**config.mk**
```make
export PLATFORM = sky130hd
export DESIGN_NAME = nsc_host
export DESIGN_NICKNAME = d
export VERILOG_FILES = /design/src/design/nsc_pkg.sv /design/src/design/nsc_host.sv
export VERILOG_INCLUDE_DIRS = /design/src /design/src/design
export SDC_FILE = /design/constraint.sdc
export NUM_CORES = 1
export LEC_CHECK = 0
export ABC_AREA = 1
export BUFFER_PORTS_ARGS = -buffer_cell sky130_fd_sc_hd__buf_2
export CORE_ASPECT_RATIO = 0.7
export CORE_UTILIZATION = 40
export CTS_BUF_LIST = sky130_fd_sc_hd__clkbuf_16
export DETAILED_ROUTE_END_ITERATION = 7
export GPL_ROUTABILITY_DRIVEN = 1
export HOLD_SLACK_MARGIN = 0.02
export SETUP_SLACK_MARGIN = 0.02
export SLEW_MARGIN = 15
export SYNTH_ARGS = -nofsm -noshare
export SYNTH_HDL_FRONTEND = slang
export SYNTH_SLANG_ARGS = --single-unit
```
**constraint.sdc**
```tcl
create_clock -name clk -period 8.41 [get_ports clk]
set_input_delay 0.4205 -clock clk [delete_from_list [all_inputs] [get_ports clk]]
set_output_delay 0.4205 -clock clk [all_outputs]
set_load 0.01 [all_outputs]
```
**src/design/nsc_regs.svh**
```systemverilog
// Constants of the NAND status/ID/command host controller
`ifndef NSC_REGS_SVH
`define NSC_REGS_SVH

// Software register offsets
`define NSC_REG_CMD     4'h0
`define NSC_REG_STATUS  4'h1
`define NSC_REG_DSTAT   4'h2
`define NSC_REG_ID4     4'h3
`define NSC_REG_ID5     4'h4
`define NSC_REG_CTRL    4'h5
`define NSC_REG_PAGE    4'h6
// Device command codes
`define NSC_CMD_READ    8'h00
`define NSC_CMD_PROG    8'h10
`define NSC_CMD_MPROG   8'h11
`define NSC_CMD_CPROG   8'h15
`define NSC_CMD_CREAD   8'h31
`define NSC_CMD_STAT    8'h70
`define NSC_CMD_MSTAT   8'h71
`define NSC_CMD_SDIN    8'h80
`define NSC_CMD_COLCHG  8'h85
`define NSC_CMD_RESET   8'hFF
// Command register fields, address-cycle and partial-program limits
`define NSC_OP_CMD      2'h0
`define NSC_OP_ADDR     2'h1
`define NSC_OP_WDATA    2'h2
`define NSC_OP_RDATA    2'h3
`define NSC_PARTIAL_MAX 3'h4
`define NSC_ADDR_MAX    3'h5
// Strobe timing, in ns, converted to cycles at 8 ns
`define NSC_CLK_NS      8
`define NSC_STROBE_NS   24
`define NSC_STROBE_CYC  ((`NSC_STROBE_NS + `NSC_CLK_NS - 1) / `NSC_CLK_NS)
`endif

```
**src/design/nsc_pkg.sv**
```systemverilog
// Types of the NAND status/ID/command host controller
package nsc_pkg;
    typedef enum logic [2:0] {
        NSC_IDLE,
        NSC_SETUP,
        NSC_PULSE,
        NSC_HOLD,
        NSC_SAMPLE
    } nsc_state_t;
endpackage

```
**src/design/nsc_host.sv**
```systemverilog
// Host controller driving a NAND device over its command pins
//
// Decided for this implementation: the address map and the address-and-strobe port.
`timescale 1ns/1ps
`default_nettype none
`include "nsc_regs.svh"
module nsc_host
    import nsc_pkg::*;
(
    input  wire logic        clk,
    input  wire logic        rst,
    input  wire logic [3:0]  reg_addr,
    input  wire logic [15:0] reg_wdata,
    input  wire logic        reg_wr,
    input  wire logic        reg_rd,
    output logic      [15:0] reg_rdata,
    output logic             nand_ce_n,
    output logic             nand_cle,
    output logic             nand_ale,
    output logic             nand_we_n,
    output logic             read_strobe_n,
    output logic             nand_wp_n,
    input  wire logic [7:0]  nand_io_in,
    output logic      [7:0]  nand_io_out,
    output logic             nand_io_oe,
    input  wire logic        ready_busy_output
);
    nsc_state_t  state_q;
    logic [1:0]  op_q;
    logic [7:0]  byte_q;
    logic [7:0]  last_cmd_q;
    logic [7:0]  status_q;
    logic [7:0]  rdata_q;
    logic [7:0]  id4_q;
    logic [7:0]  id5_q;
    logic [2:0]  id_idx_q;
    logic        id_mode_q;
    logic        stat_mode_q;
    logic        sdin_q;
    logic [2:0]  addr_cnt_q;
    logic [2:0]  partial_q;
    logic [15:0] page_q;
    logic        order_err_q;
    logic        reject_q;
    logic        wp_q;
    logic [1:0]  cnt_q;
    logic [7:0]  io_m_q;
    logic [7:0]  io_s_q;
    logic        rb_m_q;
    logic        rb_s_q;
    logic        sample_q;
    logic        go;
    logic        allowed;
    logic [7:0]  cmd;

    // Two-stage synchronisers on device pins
    always_ff @(posedge clk or posedge rst) begin
        if (rst) begin
            io_m_q <= 8'h00;
            io_s_q <= 8'h00;
            rb_m_q <= 1'b0;
            rb_s_q <= 1'b0;
        end else begin
            io_m_q <= nand_io_in;
            io_s_q <= io_m_q;
            rb_m_q <= ready_busy_output;
            rb_s_q <= rb_m_q;
        end
    end

    // Device byte needs one more edge through the synchroniser before capture
    always_ff @(posedge clk or posedge rst) begin
        if (rst) begin
            sample_q <= 1'b0;
        end else begin
            sample_q <= (state_q == NSC_SAMPLE);
        end
    end

    assign cmd = reg_wdata[7:0];

    // Command filter; busy covers power-on init too
    always_comb begin
        allowed = 1'b1;
        if (!rb_s_q) begin
            allowed = (cmd == `NSC_CMD_STAT) || (cmd == `NSC_CMD_MSTAT) || (cmd == `NSC_CMD_RESET);
        end else if (sdin_q) begin
            allowed = (cmd == `NSC_CMD_COLCHG) || (cmd == `NSC_CMD_PROG) || (cmd == `NSC_CMD_MPROG)
                      || (cmd == `NSC_CMD_CPROG) || (cmd == `NSC_CMD_RESET)
                      || (cmd == `NSC_CMD_STAT) || (cmd == `NSC_CMD_MSTAT);
        end
    end

    assign go = reg_wr && (reg_addr == `NSC_REG_CMD) && (state_q == NSC_IDLE)
                && ((reg_wdata[9:8] != `NSC_OP_CMD) || allowed)
                && !((reg_wdata[9:8] == `NSC_OP_ADDR) && (addr_cnt_q == `NSC_ADDR_MAX));

    // Pin strobe sequencer
    always_ff @(posedge clk or posedge rst) begin
        if (rst) begin
            state_q <= NSC_IDLE;
            cnt_q   <= 2'h0;
            op_q    <= `NSC_OP_CMD;
            byte_q  <= 8'h00;
        end else begin
            unique case (state_q)
                NSC_IDLE: begin
                    if (go) begin
                        op_q    <= reg_wdata[9:8];
                        byte_q  <= cmd;
                        cnt_q   <= 2'h0;
                        state_q <= NSC_SETUP;
                    end
                end
                NSC_SETUP: state_q <= NSC_PULSE;
                NSC_PULSE: begin
                    cnt_q <= cnt_q + 2'h1;
                    if (cnt_q == 2'(`NSC_STROBE_CYC - 1)) begin
                        state_q <= (op_q == `NSC_OP_RDATA) ? NSC_SAMPLE : NSC_HOLD;
                    end
                end
                NSC_SAMPLE: state_q <= NSC_HOLD;
                NSC_HOLD: state_q <= NSC_IDLE;
            endcase
        end
    end

    // Pins follow the sequencer state
    always_ff @(posedge clk or posedge rst) begin
        if (rst) begin
            nand_ce_n     <= 1'b1;
            nand_cle      <= 1'b0;
            nand_ale      <= 1'b0;
            nand_we_n     <= 1'b1;
            read_strobe_n <= 1'b1;
            nand_io_out   <= 8'h00;
            nand_io_oe    <= 1'b0;
        end else begin
            nand_ce_n     <= (state_q == NSC_IDLE) && !go;
            nand_cle      <= (state_q != NSC_IDLE) && (op_q == `NSC_OP_CMD);
            nand_ale      <= (state_q != NSC_IDLE) && (op_q == `NSC_OP_ADDR);
            nand_we_n     <= !((state_q == NSC_PULSE) && (op_q != `NSC_OP_RDATA));
            read_strobe_n <= !((state_q == NSC_PULSE) && (op_q == `NSC_OP_RDATA));
            nand_io_out   <= byte_q;
            nand_io_oe    <= (state_q != NSC_IDLE) && (op_q != `NSC_OP_RDATA);
        end
    end

    // Command tracking and read data capture
    always_ff @(posedge clk or posedge rst) begin
        if (rst) begin
            last_cmd_q  <= `NSC_CMD_RESET;
            stat_mode_q <= 1'b0;
            id_mode_q   <= 1'b0;
            id_idx_q    <= 3'h0;
            sdin_q      <= 1'b0;
            addr_cnt_q  <= 3'h0;
            status_q    <= 8'h00;
            rdata_q     <= 8'h00;
            id4_q       <= 8'h00;
            id5_q       <= 8'h00;
            reject_q    <= 1'b0;
        end else begin
            if (reg_wr && (reg_addr == `NSC_REG_CMD) && !go) begin
                reject_q <= 1'b1;
            end else if (reg_wr && (reg_addr == `NSC_REG_CTRL) && reg_wdata[1]) begin
                reject_q <= 1'b0;
            end
            if (go && (reg_wdata[9:8] == `NSC_OP_CMD)) begin
                last_cmd_q <= cmd;
                addr_cnt_q <= 3'h0;
                id_mode_q  <= (cmd == 8'h90);
                id_idx_q   <= 3'h0;
                if (cmd == `NSC_CMD_STAT || cmd == `NSC_CMD_MSTAT) begin
                    stat_mode_q <= 1'b1;
                end else begin
                    stat_mode_q <= 1'b0;
                end
                if (cmd == `NSC_CMD_SDIN) begin
                    sdin_q <= 1'b1;
                end else if (cmd != `NSC_CMD_COLCHG && cmd != `NSC_CMD_STAT && cmd != `NSC_CMD_MSTAT) begin
                    sdin_q <= 1'b0;
                end
            end else if (go && (reg_wdata[9:8] == `NSC_OP_ADDR)) begin
                addr_cnt_q <= addr_cnt_q + 3'h1;
            end
            if (sample_q) begin
                rdata_q <= io_s_q;
                if (stat_mode_q) begin
                    status_q <= io_s_q;
                end else if (id_mode_q) begin
                    id_idx_q <= id_idx_q + 3'h1;
                    if (id_idx_q == 3'h3) id4_q <= io_s_q;
                    if (id_idx_q == 3'h4) id5_q <= io_s_q;
                end
            end
        end
    end

    // Ascending page order and partial program count per page
    always_ff @(posedge clk or posedge rst) begin
        if (rst) begin
            page_q      <= 16'h0000;
            partial_q   <= 3'h0;
            order_err_q <= 1'b0;
            wp_q        <= 1'b0;
        end else begin
            if (reg_wr && (reg_addr == `NSC_REG_CTRL)) begin
                wp_q <= reg_wdata[0];
                if (reg_wdata[1]) order_err_q <= 1'b0;
            end
            if (reg_wr && (reg_addr == `NSC_REG_PAGE)) begin
                if (reg_wdata == page_q) begin
                    if (partial_q == `NSC_PARTIAL_MAX) order_err_q <= 1'b1;
                    else partial_q <= partial_q + 3'h1;
                end else begin
                    if (reg_wdata < page_q) order_err_q <= 1'b1;
                    page_q    <= reg_wdata;
                    partial_q <= 3'h1;
                end
            end
        end
    end

    assign nand_wp_n = !wp_q;

    // Register read port; data one cycle after the strobe
    always_ff @(posedge clk or posedge rst) begin
        if (rst) begin
            reg_rdata <= 16'h0000;
        end else if (reg_rd) begin
            unique case (reg_addr)
                `NSC_REG_CMD:    reg_rdata <= {7'h00, state_q != NSC_IDLE, rdata_q};
                // Bit 6 mirrors bit 5 only outside cache ops; fail bits meaningless while busy
                `NSC_REG_STATUS: reg_rdata <= {last_cmd_q, status_q};
                `NSC_REG_DSTAT:  reg_rdata <= {10'h000, reject_q, order_err_q, sdin_q, stat_mode_q,
                                               !rb_s_q, rb_s_q};
                `NSC_REG_ID4:    reg_rdata <= {10'h000, id4_q[5:4], 2'h0, id4_q[1:0]};
                `NSC_REG_ID5:    reg_rdata <= {14'h0000, id5_q[3:2]};
                `NSC_REG_CTRL:   reg_rdata <= {15'h0000, wp_q};
                `NSC_REG_PAGE:   reg_rdata <= {page_q[12:0], partial_q};
                default:         reg_rdata <= 16'h0000;
            endcase
        end else begin
            reg_rdata <= 16'h0000;
        end
    end
endmodule
`default_nettype wire

```
# Yosys cells after proc, flatten, opt, wreduce, memory -nomap -nowiden

Cells that the tools add are included.

Register bits after elaboration: 129
Latch bits: 0
Memory bits (writable): 0
ROM bits: 0
Input bits: 33
Output and inout bits: 31
Word-level logic and storage cells: 156
Memories: 0

Add/sub/neg operators: 4
$mul: 0
Div/mod/pow operators: 0
Order comparisons: 1
Equality and inequality tests: 35
Shift operators: 0
Multiplexer cells: 29
Bitwise operators: 2
Reduce and logical (&&, ||, !) cells: 53

Operators by type and width:

| cell                                                            | count |
|---|---|
| 16-bit one-hot mux with 7 select lines                          | 1 |
| 3-bit 2-to-1 mux                                                | 11 |
| 8-bit == test, second input constant                            | 4 |
| 8-bit by 5-bit == test with 1-bit output, second input constant | 3 |
| 1-bit logical AND                                               | 19 |
| 16-bit == test                                                  | 1 |
| 8-bit by 7-bit == test with 1-bit output, second input constant | 2 |
| 16-bit < comparator                                             | 1 |
| 16-bit 2-to-1 mux                                               | 1 |
| 8-bit by 7-bit != test with 1-bit output, second input constant | 2 |
| 3-bit one-hot mux with 5 select lines                           | 1 |
| 2-bit AND reduction                                             | 7 |
| 1-bit 2-to-1 mux                                                | 13 |
| 3-bit == test, second input constant                            | 4 |
| 4-bit by 3-bit == test with 1-bit output, second input constant | 3 |
| 2-bit nonzero test                                              | 5 |
| 3-bit by 1-bit adder with 3-bit output, second input constant   | 3 |
| 3-bit by 2-bit == test with 1-bit output, second input constant | 3 |
| 1-bit logical OR                                                | 9 |
| 4-bit by 2-bit == test with 1-bit output, second input constant | 2 |
| 2-bit != test, second input constant                            | 4 |
| 8-bit != test, second input constant                            | 1 |
| 4-bit AND reduction                                             | 2 |
| 1-bit zero test                                                 | 6 |
| 12 further kinds                                                | 16 |

# Longest topological paths before layout

Gate-level depths: netlist (run 1).

Depth after elaboration: 17
Gate-level depth with buffers: 13
Depth with buffers taken out: 12

# Least setup slack after synthesis (run 1)

OpenSTA, ideal clock, no wires.

Kind: input to register
From: in reg_wdata[7]
To: reg partial_q[0]
Library setup time: 129 ps
Arrival time: 1,699 ps
Required time: 8,281 ps
Path slack: 6,582 ps
Cell stages on the path: 11
Buffers on the path: 1
Cell sequence: ha_1 nand2_1 nor2_1 inv_1 nor3_1 inv_1 nand2_1 buf_2 nand2_1 o21ai_0 o21ai_0

Cells in the longest elaborated chain, start to end: 3
Elaborated cells between the ends (all ways): 4
Those cells by class: eq/ne (2); mux (1); reduce/logical (1)

RTL lines:

| what                          | RTL line        | text |
|---|---|---|
| start: declaration            | nsc_host.sv:13  | `input wire logic [15:0] reg_wdata,` |
| 16-bit == test *              | nsc_host.sv:213 | `if (reg_wdata == page_q) begin` |
| 2-bit != test (no line)       | -               |  |
| 2-bit AND reduction (no line) | -               |  |
| end signal: assignment        | nsc_host.sv:215 | `else partial_q <= partial_q + 3'h1;` |
| end: declaration              | nsc_host.sv:41  | `logic [2:0] partial_q;` |

Every way passes the cells marked *; elsewhere a longest branch is shown, timed or not.
A chain may end at the register's enable or synchronous reset.

# Final worst setup path (run 1)

From: reg page_q[6]
To: reg page_q[14]

Cells in the longest elaborated chain, start to end: 3

RTL lines:

| what                          | RTL line        | text |
|---|---|---|
| start: declaration            | nsc_host.sv:42  | `logic [15:0] page_q;` |
| start signal: assignment      | nsc_host.sv:218 | `page_q <= reg_wdata;` |
| 16-bit == test                | nsc_host.sv:213 |  |
| 1-bit NOT (no line)           | -               |  |
| 2-bit AND reduction (no line) | -               |  |

No other way between the ends.

==> results_dict.tcl, run 1 <==
set metrics [dict create \
    status "completed" \
    wl_met3_um 680 \
    required_ns 8.69 \
    num_io_pins 64 \
    synth_edf_count 0 \
    synth.distinct_cells 35 \
    track_usage_pct 19.7 \
    synth_area_per_cell_sq_um 9.15 \
    clk_pin_slew_ns 0.06 \
    fin_crit_sh_pct 29.5 \
    fin_nets 717 \
    vias 4195 \
    place_ws_ns 5.78 \
    cp.arrival_ns 2.76 \
    fin_skew_ns 0.0116 \
    clk_latency_ns 0.42 \
    synthTopCellsByCount "nand2_1, dfrtp_1, inv_1" \
    drv_cap 0 \
    yosys-top-cells-area "dfrtp_1, nand2_1, ha_1" \
    startpoint_type "flop" \
    gp_congestion 0.877 \
    cts_hold_buf 0 \
    power_density_nw_per_um2 285 \
    crit_path_end_kind "flop" \
    post-cts-setup-buffers 0 \
    root_buffer "clkbuf_16" \
    grt_pass1_wl_um 20800 \
    numCtsBuffers 17 \
    cts_tree "done" \
    synth_most_common_cell "nand2_1" \
    setup_ws_ns 5.93 \
    synth_warnings 0 \
    routedWlPerCell_um 14.7 \
    ctsResizeCount 0 \
    setup_viol 0 \
    total_power_mw 1.84 \
    syn-num-nets 645 \
    hold_viol 0 \
    wl_met2_um 5360 \
    cts_buffer_depth 2 \
    initial_core_util_pct 41.0 \
    peakVddDrop_v 0.000168 \
    synth-main-ff-cell "dfrtp_1" \
    yosysSeqAreaShare_pct 58.4 \
    yosysTopAreaCellShare_pct 53.0 \
    drtIter0Drc 278 \
    fin_area_sq_um 6460 \
    port_buffers 63 \
    dpl-instance-area_sq_um 5870 \
    ant_nets 0 \
    route.detailed.drc 0 \
    worstMarginPinSlew_ns 1.03 \
    criticalPathCategory "flop to flop" \
    grt_overflow 0 \
    htreeDepth 4 \
    grt_max_degree 83 \
    fmax_mhz 403 \
    drv_slew 0 \
    final_core_util_pct 49.2 \
    antenna_cells 0 \
    drive_above_1_share_pct 18.7 \
    synthCells 588 \
    path_max_fanout 21 \
    fp.coreArea_sq_um 13100 \
    dp_hpwl_um 8920 \
    die_area_sq_um 13900 \
    maxSlewHeadroom_pct 31.6 \
    rows 35 \
    synth_top_area_cell "dfrtp_1" \
    cellLeakagePower_nw 3.27 \
    async_reset_ff_share_pct 100 \
    grt_antenna_before_repair 0 \
    drt-total-wl_um 12300 \
    die-width_um 141 \
    clock-sinks 125 \
    drt_first_pass_iters 6 \
    top_layer "met4" \
    finalCriticalPeriod_ns 2.48 \
    tns_ns 0 \
    viasPerCell 5.00 \
    grt_pass1_vias 4167 \
    synth-seq-cells 125 \
    die_y_um 99.0 \
    m1WireLength_um 6060 \
    area_delta_synth_final_pct 20.1 \
    min_path_type "primary input to async pin" \
    synthesis.area_sq_um 5380 \
    rsz0062_at_grt "no" \
]
==> registers in the layout, summed over array words and instances, names as in the netlist, 2 cells and up <==
signal	flops
addr_cnt_q	3
byte_q	8
cnt_q	2
id4_q	4
id5_q	2
id_idx_q	3
io_m_q	8
io_s_q	8
last_cmd_q	8
nand_io_out	8
op_q	2
page_q	16
partial_q	3
rdata_q	8
reg_rdata	16
state_q	3
status_q	8
==> kinds of logic after synthesis <==
group,after synthesis,synth area share [%]
and+or+nand+nor,236,18.3
buffers and inverters,96,6.81
xor gates and xnor gates,1,0.163
adders and majority gates,24,5.58
AOI/OAI and AO/OA,105,10.6
muxes,1,0.209
DFF,125,58.4
==> critical path: stages (launching register included) <==
cell,delay [ns]
dfrtp_1,0.38
inv_1,0.06
ha_1,0.27
nand2_1,0.07
nor2_1,0.15
inv_1,0.07
nor3_1,0.25
inv_1,0.09
nand2_1,0.45
inv_1,0.34
nand2_1,0.13
o21ai_0,0.10
==> per-stage QoR <==
step | hold slack (ns) | cells
after detailed placement | 0.335 | 807
final | 0.0442 | 839
after global placement | 0.335 | 807
after floorplan | 0.331 | 588
after CTS | 0.0636 | 839
after global routing | 0.0886 | 839
==> area by class of cell <==
type                       instances  area (sq um)
fill                            1237          6680
sequential                       125          3140
multi-input combinational        367          1870
clock buffer                      17           425
timing repair buffer              64           323
inverter                          85           322
tap                              166           208
clock inverter                    15           171
==> cells in the final DEF (no fill, tap or decap), drive strengths merged <==
master / netlist / layout
o22ai: 3 / 3
o21ai: 73 / 73
or2: 2 / 2
dfstp: 11 / 11
buf: 5 / 64
o221ai: 2 / 2
a211oi: 2 / 2
clkinvlp: 0 / 5
a31oi: 1 / 1
bufinv: 0 / 3
nor4: 1 / 1
nand3: 20 / 20
a221oi: 1 / 1
o2bb2ai: 1 / 1
xor2: 1 / 1
mux2: 1 / 1
nor2: 46 / 46
ha: 24 / 24
a21oi: 20 / 20
inv: 84 / 85
nand3b: 1 / 1
nand4: 4 / 4
dfrtp: 114 / 114
clkbuf: 6 / 17
nor3b: 1 / 1
nand2: 154 / 154
clkinv: 1 / 7
a41oi: 1 / 1
o211ai: 1 / 1
nor3: 7 / 7
==> report_power, final <==
group          total, mW  internal (mW)  leakage, nW  switching, mW
registers          0.802          0.734         1.57         0.0681
clock network      0.737          0.463        0.276          0.274
logic              0.302          0.115         1.42          0.188
total               1.84           1.31         3.27          0.529
==> routing by layer <==
layer / global-route usage [%] / up-vias
li1: - / 2028
met1: 27.6 / 2025
met2: 29.1 / 119
met3: 4.47 / 23
met4: 9.62 / 0
met5: 0 / -
==> final timing paths <==
kind	slack (ns)	cells past startpoint	to	from
setup reg to reg	5.93	11	page_q[14]	page_q[6]
setup / recovery	5.93	11	page_q[14]	page_q[6]
hold reg to reg	0.34	0	io_s_q[4]	io_m_q[4]
max in group asynchronous	6.91	3	page_q[10]	rst
hold / removal	0.04	2	rb_m_q	rst
min in group clk	0.11	1	io_m_q[2]	nand_io_in[2]
(Power assumes the default switching activity.)
==> run 2, diff against run 1 <==
Clock period 8.41 ns to 2.55 ns, I/O delays scaled along.
==> results_dict.tcl, run 2 (synthesis gave the netlist of run 1 again) <==
set metrics [dict create \
    tns_ns 0 \
    criticalPathCategory "flop to flop" \
    status "completed" \
    drt_first_pass_iters 4 \
    dp_hpwl_um 8820 \
    layout.area.seq_sq_um 3140 \
    viasPerCell 4.83 \
    rsz0062_at_grt "no" \
    grt_max_degree 65 \
    power_density_nw_per_um2 912 \
    path_max_fanout 14 \
    cpMostUsedCell "nand2_1" \
    port_buffers 63 \
    cts_buffer_depth 2 \
    grt_pass1_wl_um 20200 \
    drt-total-wl_um 12200 \
    grt_pass1_vias 3951 \
    die_y_um 99.0 \
    routedWlPerCell_um 14.2 \
    drv_cap 0 \
    grt_antenna_before_repair 0 \
    min_path_type "primary input to flop" \
    vias 4152 \
    clk_pin_slew_ns 0.06 \
    cp_cell_sequence "inv_1 -> ha_1 -> nand2_1 -> nor2_1 -> nand2_1 -> nor3_1 -> inv_1 -> nand2_1 -> inv_1 -> nand2_1 -> o21ai_0" \
    layout.cells.most_common "nand2_1" \
    gp_congestion 0.880 \
    required_ns 2.83 \
    startpoint_type "flop" \
    finalCriticalPeriod_ns 2.01 \
    grt_overflow 0 \
    fmax_mhz 498 \
    num_io_pins 64 \
    numCtsBuffers 17 \
    fillCellCount 1198 \
    die_area_sq_um 13900 \
    setup_viol 0 \
    top_regs "page_q (16), reg_rdata (16)" \
    area_delta_synth_final_pct 23.9 \
    peakVddDrop_v 0.000473 \
    cpLargestDelayFamily "simple AND/OR/NAND/NOR gates" \
    cts_tree "done" \
    clk_latency_ns 0.41 \
    maxSlewHeadroom_pct 45.3 \
    initial_core_util_pct 41.0 \
    ant_nets 0 \
    multi_input_area_sq_um 1870 \
    drtIter0Drc 265 \
    fp.coreArea_sq_um 13100 \
    htreeDepth 4 \
    drive_above_1_share_pct 18.7 \
    total_power_mw 6.08 \
    root_buffer "clkbuf_16" \
    critPathBufInv 3 \
    track_usage_pct 19.3 \
    fin_crit_sh_pct 78.7 \
    worstMarginPinSlew_ns 0.820 \
    ctsResizeCount 0 \
    cp.arrival_ns 2.29 \
    critPathMaxStageDelay_ns 0.33 \
    crit_path_end_kind "flop" \
    drv_slew 0 \
    rows 35 \
    route.detailed.drc 0 \
    fin_skew_ns 0.00506 \
    antenna_cells 0 \
    fin_nets 738 \
    cellLeakagePower_nw 3.37 \
    layout_common_cells "nand2_1, dfrtp_1, inv_1" \
    die-width_um 141 \
    slowest_stage "dfrtp_1" \
    hold_viol 0 \
    clock-sinks 125 \
]
[run 2: cell count changes in the layout (fill, tap and decap cells not counted)]
cell and change:
buf_4 +4, clkinv_4 +1, inv_4 -1, dlygate4sd3_1 +17, clkinv_2 +1, clkinvlp_4 -2
inv_6 +1
[run 2: cell type report]
class,count,share of cell area [%]
Clock buffer,17,6.38
Clock inverter,15,2.57
Inverter,85,4.84
Multi-Input combinational cell,367,28.1
Sequential cell,125,47.1
Tap cell,166,3.12
Timing Repair Buffer,85,7.85
[run 2: final timing paths]
| check | from | slack, ns | cells past startpoint | endpoint |
|---|---|---|---|---|
| max in group asynchronous | rst | 1.47 | 4 | reg_rdata[8] |
| min in group asynchronous | rst | 0.51 | 4 | nand_ale |
| max reg2reg | page_q[15] | 0.54 | 11 | page_q[15] |
| min | reg_wdata[0] | 0.04 | 3 | wp_q |
| max | page_q[15] | 0.54 | 11 | page_q[15] |
| min reg2reg | io_m_q[0] | 0.35 | 0 | io_s_q[0] |
[run 2: stage by stage]
stage	hold WS [ns]	worst slack (ns)	area [sq um]	instances	util, %
finish	0.0429	0.542	6660	860	50.7
global route	0.0441	0.321	6660	860	50.7
CTS	0.0315	0.522	6660	860	50.7
detailed placement	0.237	0.542	5900	811	44.9
global placement	0.235	0.683	5900	811	44.9
floorplan	0.159	0.762	5380	588	-
[run 2: routing by layer]
| layer | global-route usage [%] | vias to the layer above | share of wire (%) |
|---|---|---|---|
| li1 | - | 2062 | - |
| met1 | 27.5 | 1958 | 51 |
| met2 | 27.8 | 114 | 43 |
| met3 | 5.25 | 18 | 4.2 |
| met4 | 7.78 | 0 | 1.7 |
| met5 | 0 | - | 0 |
[run 2: where the power goes]
group          switching (mW)  internal [mW]
Sequential              0.222           2.42
Combinational           0.601          0.395
Clock                   0.907           1.53
Total                    1.73           4.35
[run 2: timing repair]
item	in CTS	in global routing
hold buffers	17	0
setup buffers	0	0
endpoints found under the hold margin	81	0
[run 2: worst min-delay path, stage by stage]
cell,delay [ns]
buf_2,0.16
nand2_1,0.07
o21ai_0,0.06
==> run 3, diff against run 2 <==
Clock period 2.55 ns to 2 ns, I/O delays scaled along.
==> results_dict.tcl, run 3 (synthesis gave the netlist of run 1 again) <==
set metrics [dict create \
    status "completed" \
    required_ns 2.29 \
    cp.arrival_ns 2.12 \
    fin_nets 748 \
    die_area_sq_um 13900 \
    fin_skew_ns 0.00871 \
    criticalPathCategory "flop to flop" \
    layout_common_cells "nand2_1, dfrtp_1, inv_1" \
    min_path_type "primary input to flop" \
    grt_antenna_before_repair 0 \
    cellLeakagePower_nw 3.40 \
    grt_pass1_wl_um 21100 \
    r2r_start "page_q[11]" \
    dp_hpwl_um 8980 \
    port_buffers 63 \
    worstHoldStart "reg_wdata[0]" \
    worstMarginPinSlew_ns 0.701 \
    clk_pin_slew_ns 0.06 \
    vias 4255 \
    initial_core_util_pct 41.0 \
    fillCellCount 1185 \
    critPathMaxStageDelay_ns 0.34 \
    die_y_um 99.0 \
    drtIter0Drc 313 \
    routedWlPerCell_um 14.7 \
    hold-path-cell-count 3 \
    finalCriticalPeriod_ns 1.82 \
    tns_ns 0 \
    instances_no_fill 870 \
    route.detailed.drc 0 \
    root_buffer "clkbuf_16" \
    cts_buffer_depth 2 \
    drv_slew 0 \
    cts_tree "done" \
    antenna_cells 0 \
    total_power_mw 7.64 \
    drt-total-wl_um 12800 \
    maxSlewHeadroom_pct 53.3 \
    cpLargestDelayFamily "simple AND/OR/NAND/NOR gates" \
    slowest_stage "dfrtp_1" \
    rsz0062_at_grt "yes" \
    viasPerCell 4.89 \
    grt_max_degree 126 \
    drv_cap 0 \
    r2r_end "page_q[13]" \
    fmax_mhz 549 \
    startpoint_type "flop" \
    htreeDepth 4 \
    layout.cells.most_common "nand2_1" \
    grt_pass1_vias 4099 \
    r2r_slack_ns 0.18 \
    rr_worst_depth 11 \
    gp_congestion 0.934 \
    fin_crit_sh_pct 91.1 \
    worstHoldEndpoint "wp_q" \
    grt_overflow 0 \
    dpl-instance-area_sq_um 5930 \
    clock-sinks 125 \
    rows 35 \
    drive_above_1_share_pct 19.6 \
    drt_first_pass_iters 5 \
    numCtsBuffers 17 \
    path_max_fanout 7 \
    cp.depth 11 \
    ant_nets 0 \
    critPathBufInv 3 \
    cp_cell_sequence "inv_1 -> ha_1 -> nand2_1 -> nor2_1 -> nand2_2 -> nor3_2 -> inv_1 -> nand2_4 -> clkinvlp_4 -> nand2_1 -> o21ai_0" \
    setup_viol 0 \
    power_density_nw_per_um2 1130 \
    crit_path_end_kind "flop" \
    fp.coreArea_sq_um 13100 \
    track_usage_pct 20.0 \
    top_regs "page_q (16), reg_rdata (16)" \
    die-width_um 141 \
    peakVddDrop_v 0.000642 \
    area_delta_synth_final_pct 25.7 \
    fin_area_sq_um 6760 \
    num_io_pins 64 \
    clk_latency_ns 0.42 \
    dp.cells 814 \
    hold_viol 0 \
]
-- run 3: cell types whose count changed in the layout (fill, tap and decap cells not counted), moves of 2 or more --
| cell | before | now |
|---|---|---|
| nor2_1 | 42 | 40 |
| inv_1 | 78 | 81 |
| dlygate4sd3_1 | 17 | 21 |
| buf_4 | 5 | 8 |
| nand2_1 | 149 | 147 |
| clkinvlp_4 | 3 | 5 |
-- run 3: what timing repair did --
action,CTS,global route
endpoints found under the hold margin,136,0
endpoints found under the setup margin,0,41
gates resized for setup,0,12
buffers inserted,0,2
hold buffers,21,0
-- run 3: worst max path at each step --
stage / startpoint / end / slack (ns)
after global routing: page_q[12] / page_q[13] / 0.01
after CTS: page_q[7] / page_q[15] / 0.08
after floorplan: page_q[7] / partial_q[0] / 0.21
after detailed placement: page_q[7] / page_q[11] / 0.08
after global placement: page_q[7] / page_q[15] / 0.15
final: page_q[11] / page_q[13] / 0.18
-- run 3: per-layer routing --
metal	vias up	wire length, um	track usage [%]	share of wire, %
met4	0	176	7.44	1.4
met1	2035	6240	28.8	49
met5	-	0	0	0
li1	2079	-	-	-
met3	16	777	4.52	6.1
met2	125	5630	29.5	44
-- run 3: worst register-to-register path, cell delays in order, from the launching register on --
cell        delay [ns]
dfrtp_1           0.34
inv_1             0.06
ha_1              0.29
nand2_1           0.06
nor2_1            0.12
nand2_2           0.09
nor3_2            0.20
inv_1             0.11
nand2_4           0.12
clkinvlp_4        0.16
nand2_1           0.08
o21ai_0           0.08
-- run 3: report_power, final --
part           switching [mW]  internal [mW]  total [mW]
clock network            1.13           1.81        2.93
registers               0.287           3.09        3.37
logic                   0.803          0.525        1.33
-- run 3: stage by stage --
stage | hold WS (ns) | setup WS (ns) | utilization, %
floorplan | 0.131 | 0.212 | -
global placement | 0.208 | 0.150 | 45.2
detailed placement | 0.209 | 0.0844 | 45.2
CTS | 0.0226 | 0.0805 | 51.0
global route | 0.0531 | 0.0148 | 51.5
finish | 0.0292 | 0.178 | 51.5
-- run 3: area by class of cell --
| type | instances | area, sq um | area share (%) |
|---|---|---|---|
| flip-flops and latches | 125 | 3140 | 46.4 |
| repair inverters | 1 | 7.51 | 0.111 |
| clock inverters | 15 | 134 | 1.98 |
| well taps | 166 | 208 | 3.07 |
| clock buffers | 17 | 425 | 6.29 |
| multi-input cells | 367 | 1900 | 28.2 |
| repair buffers | 94 | 617 | 9.12 |
| inverters | 85 | 327 | 4.83 |
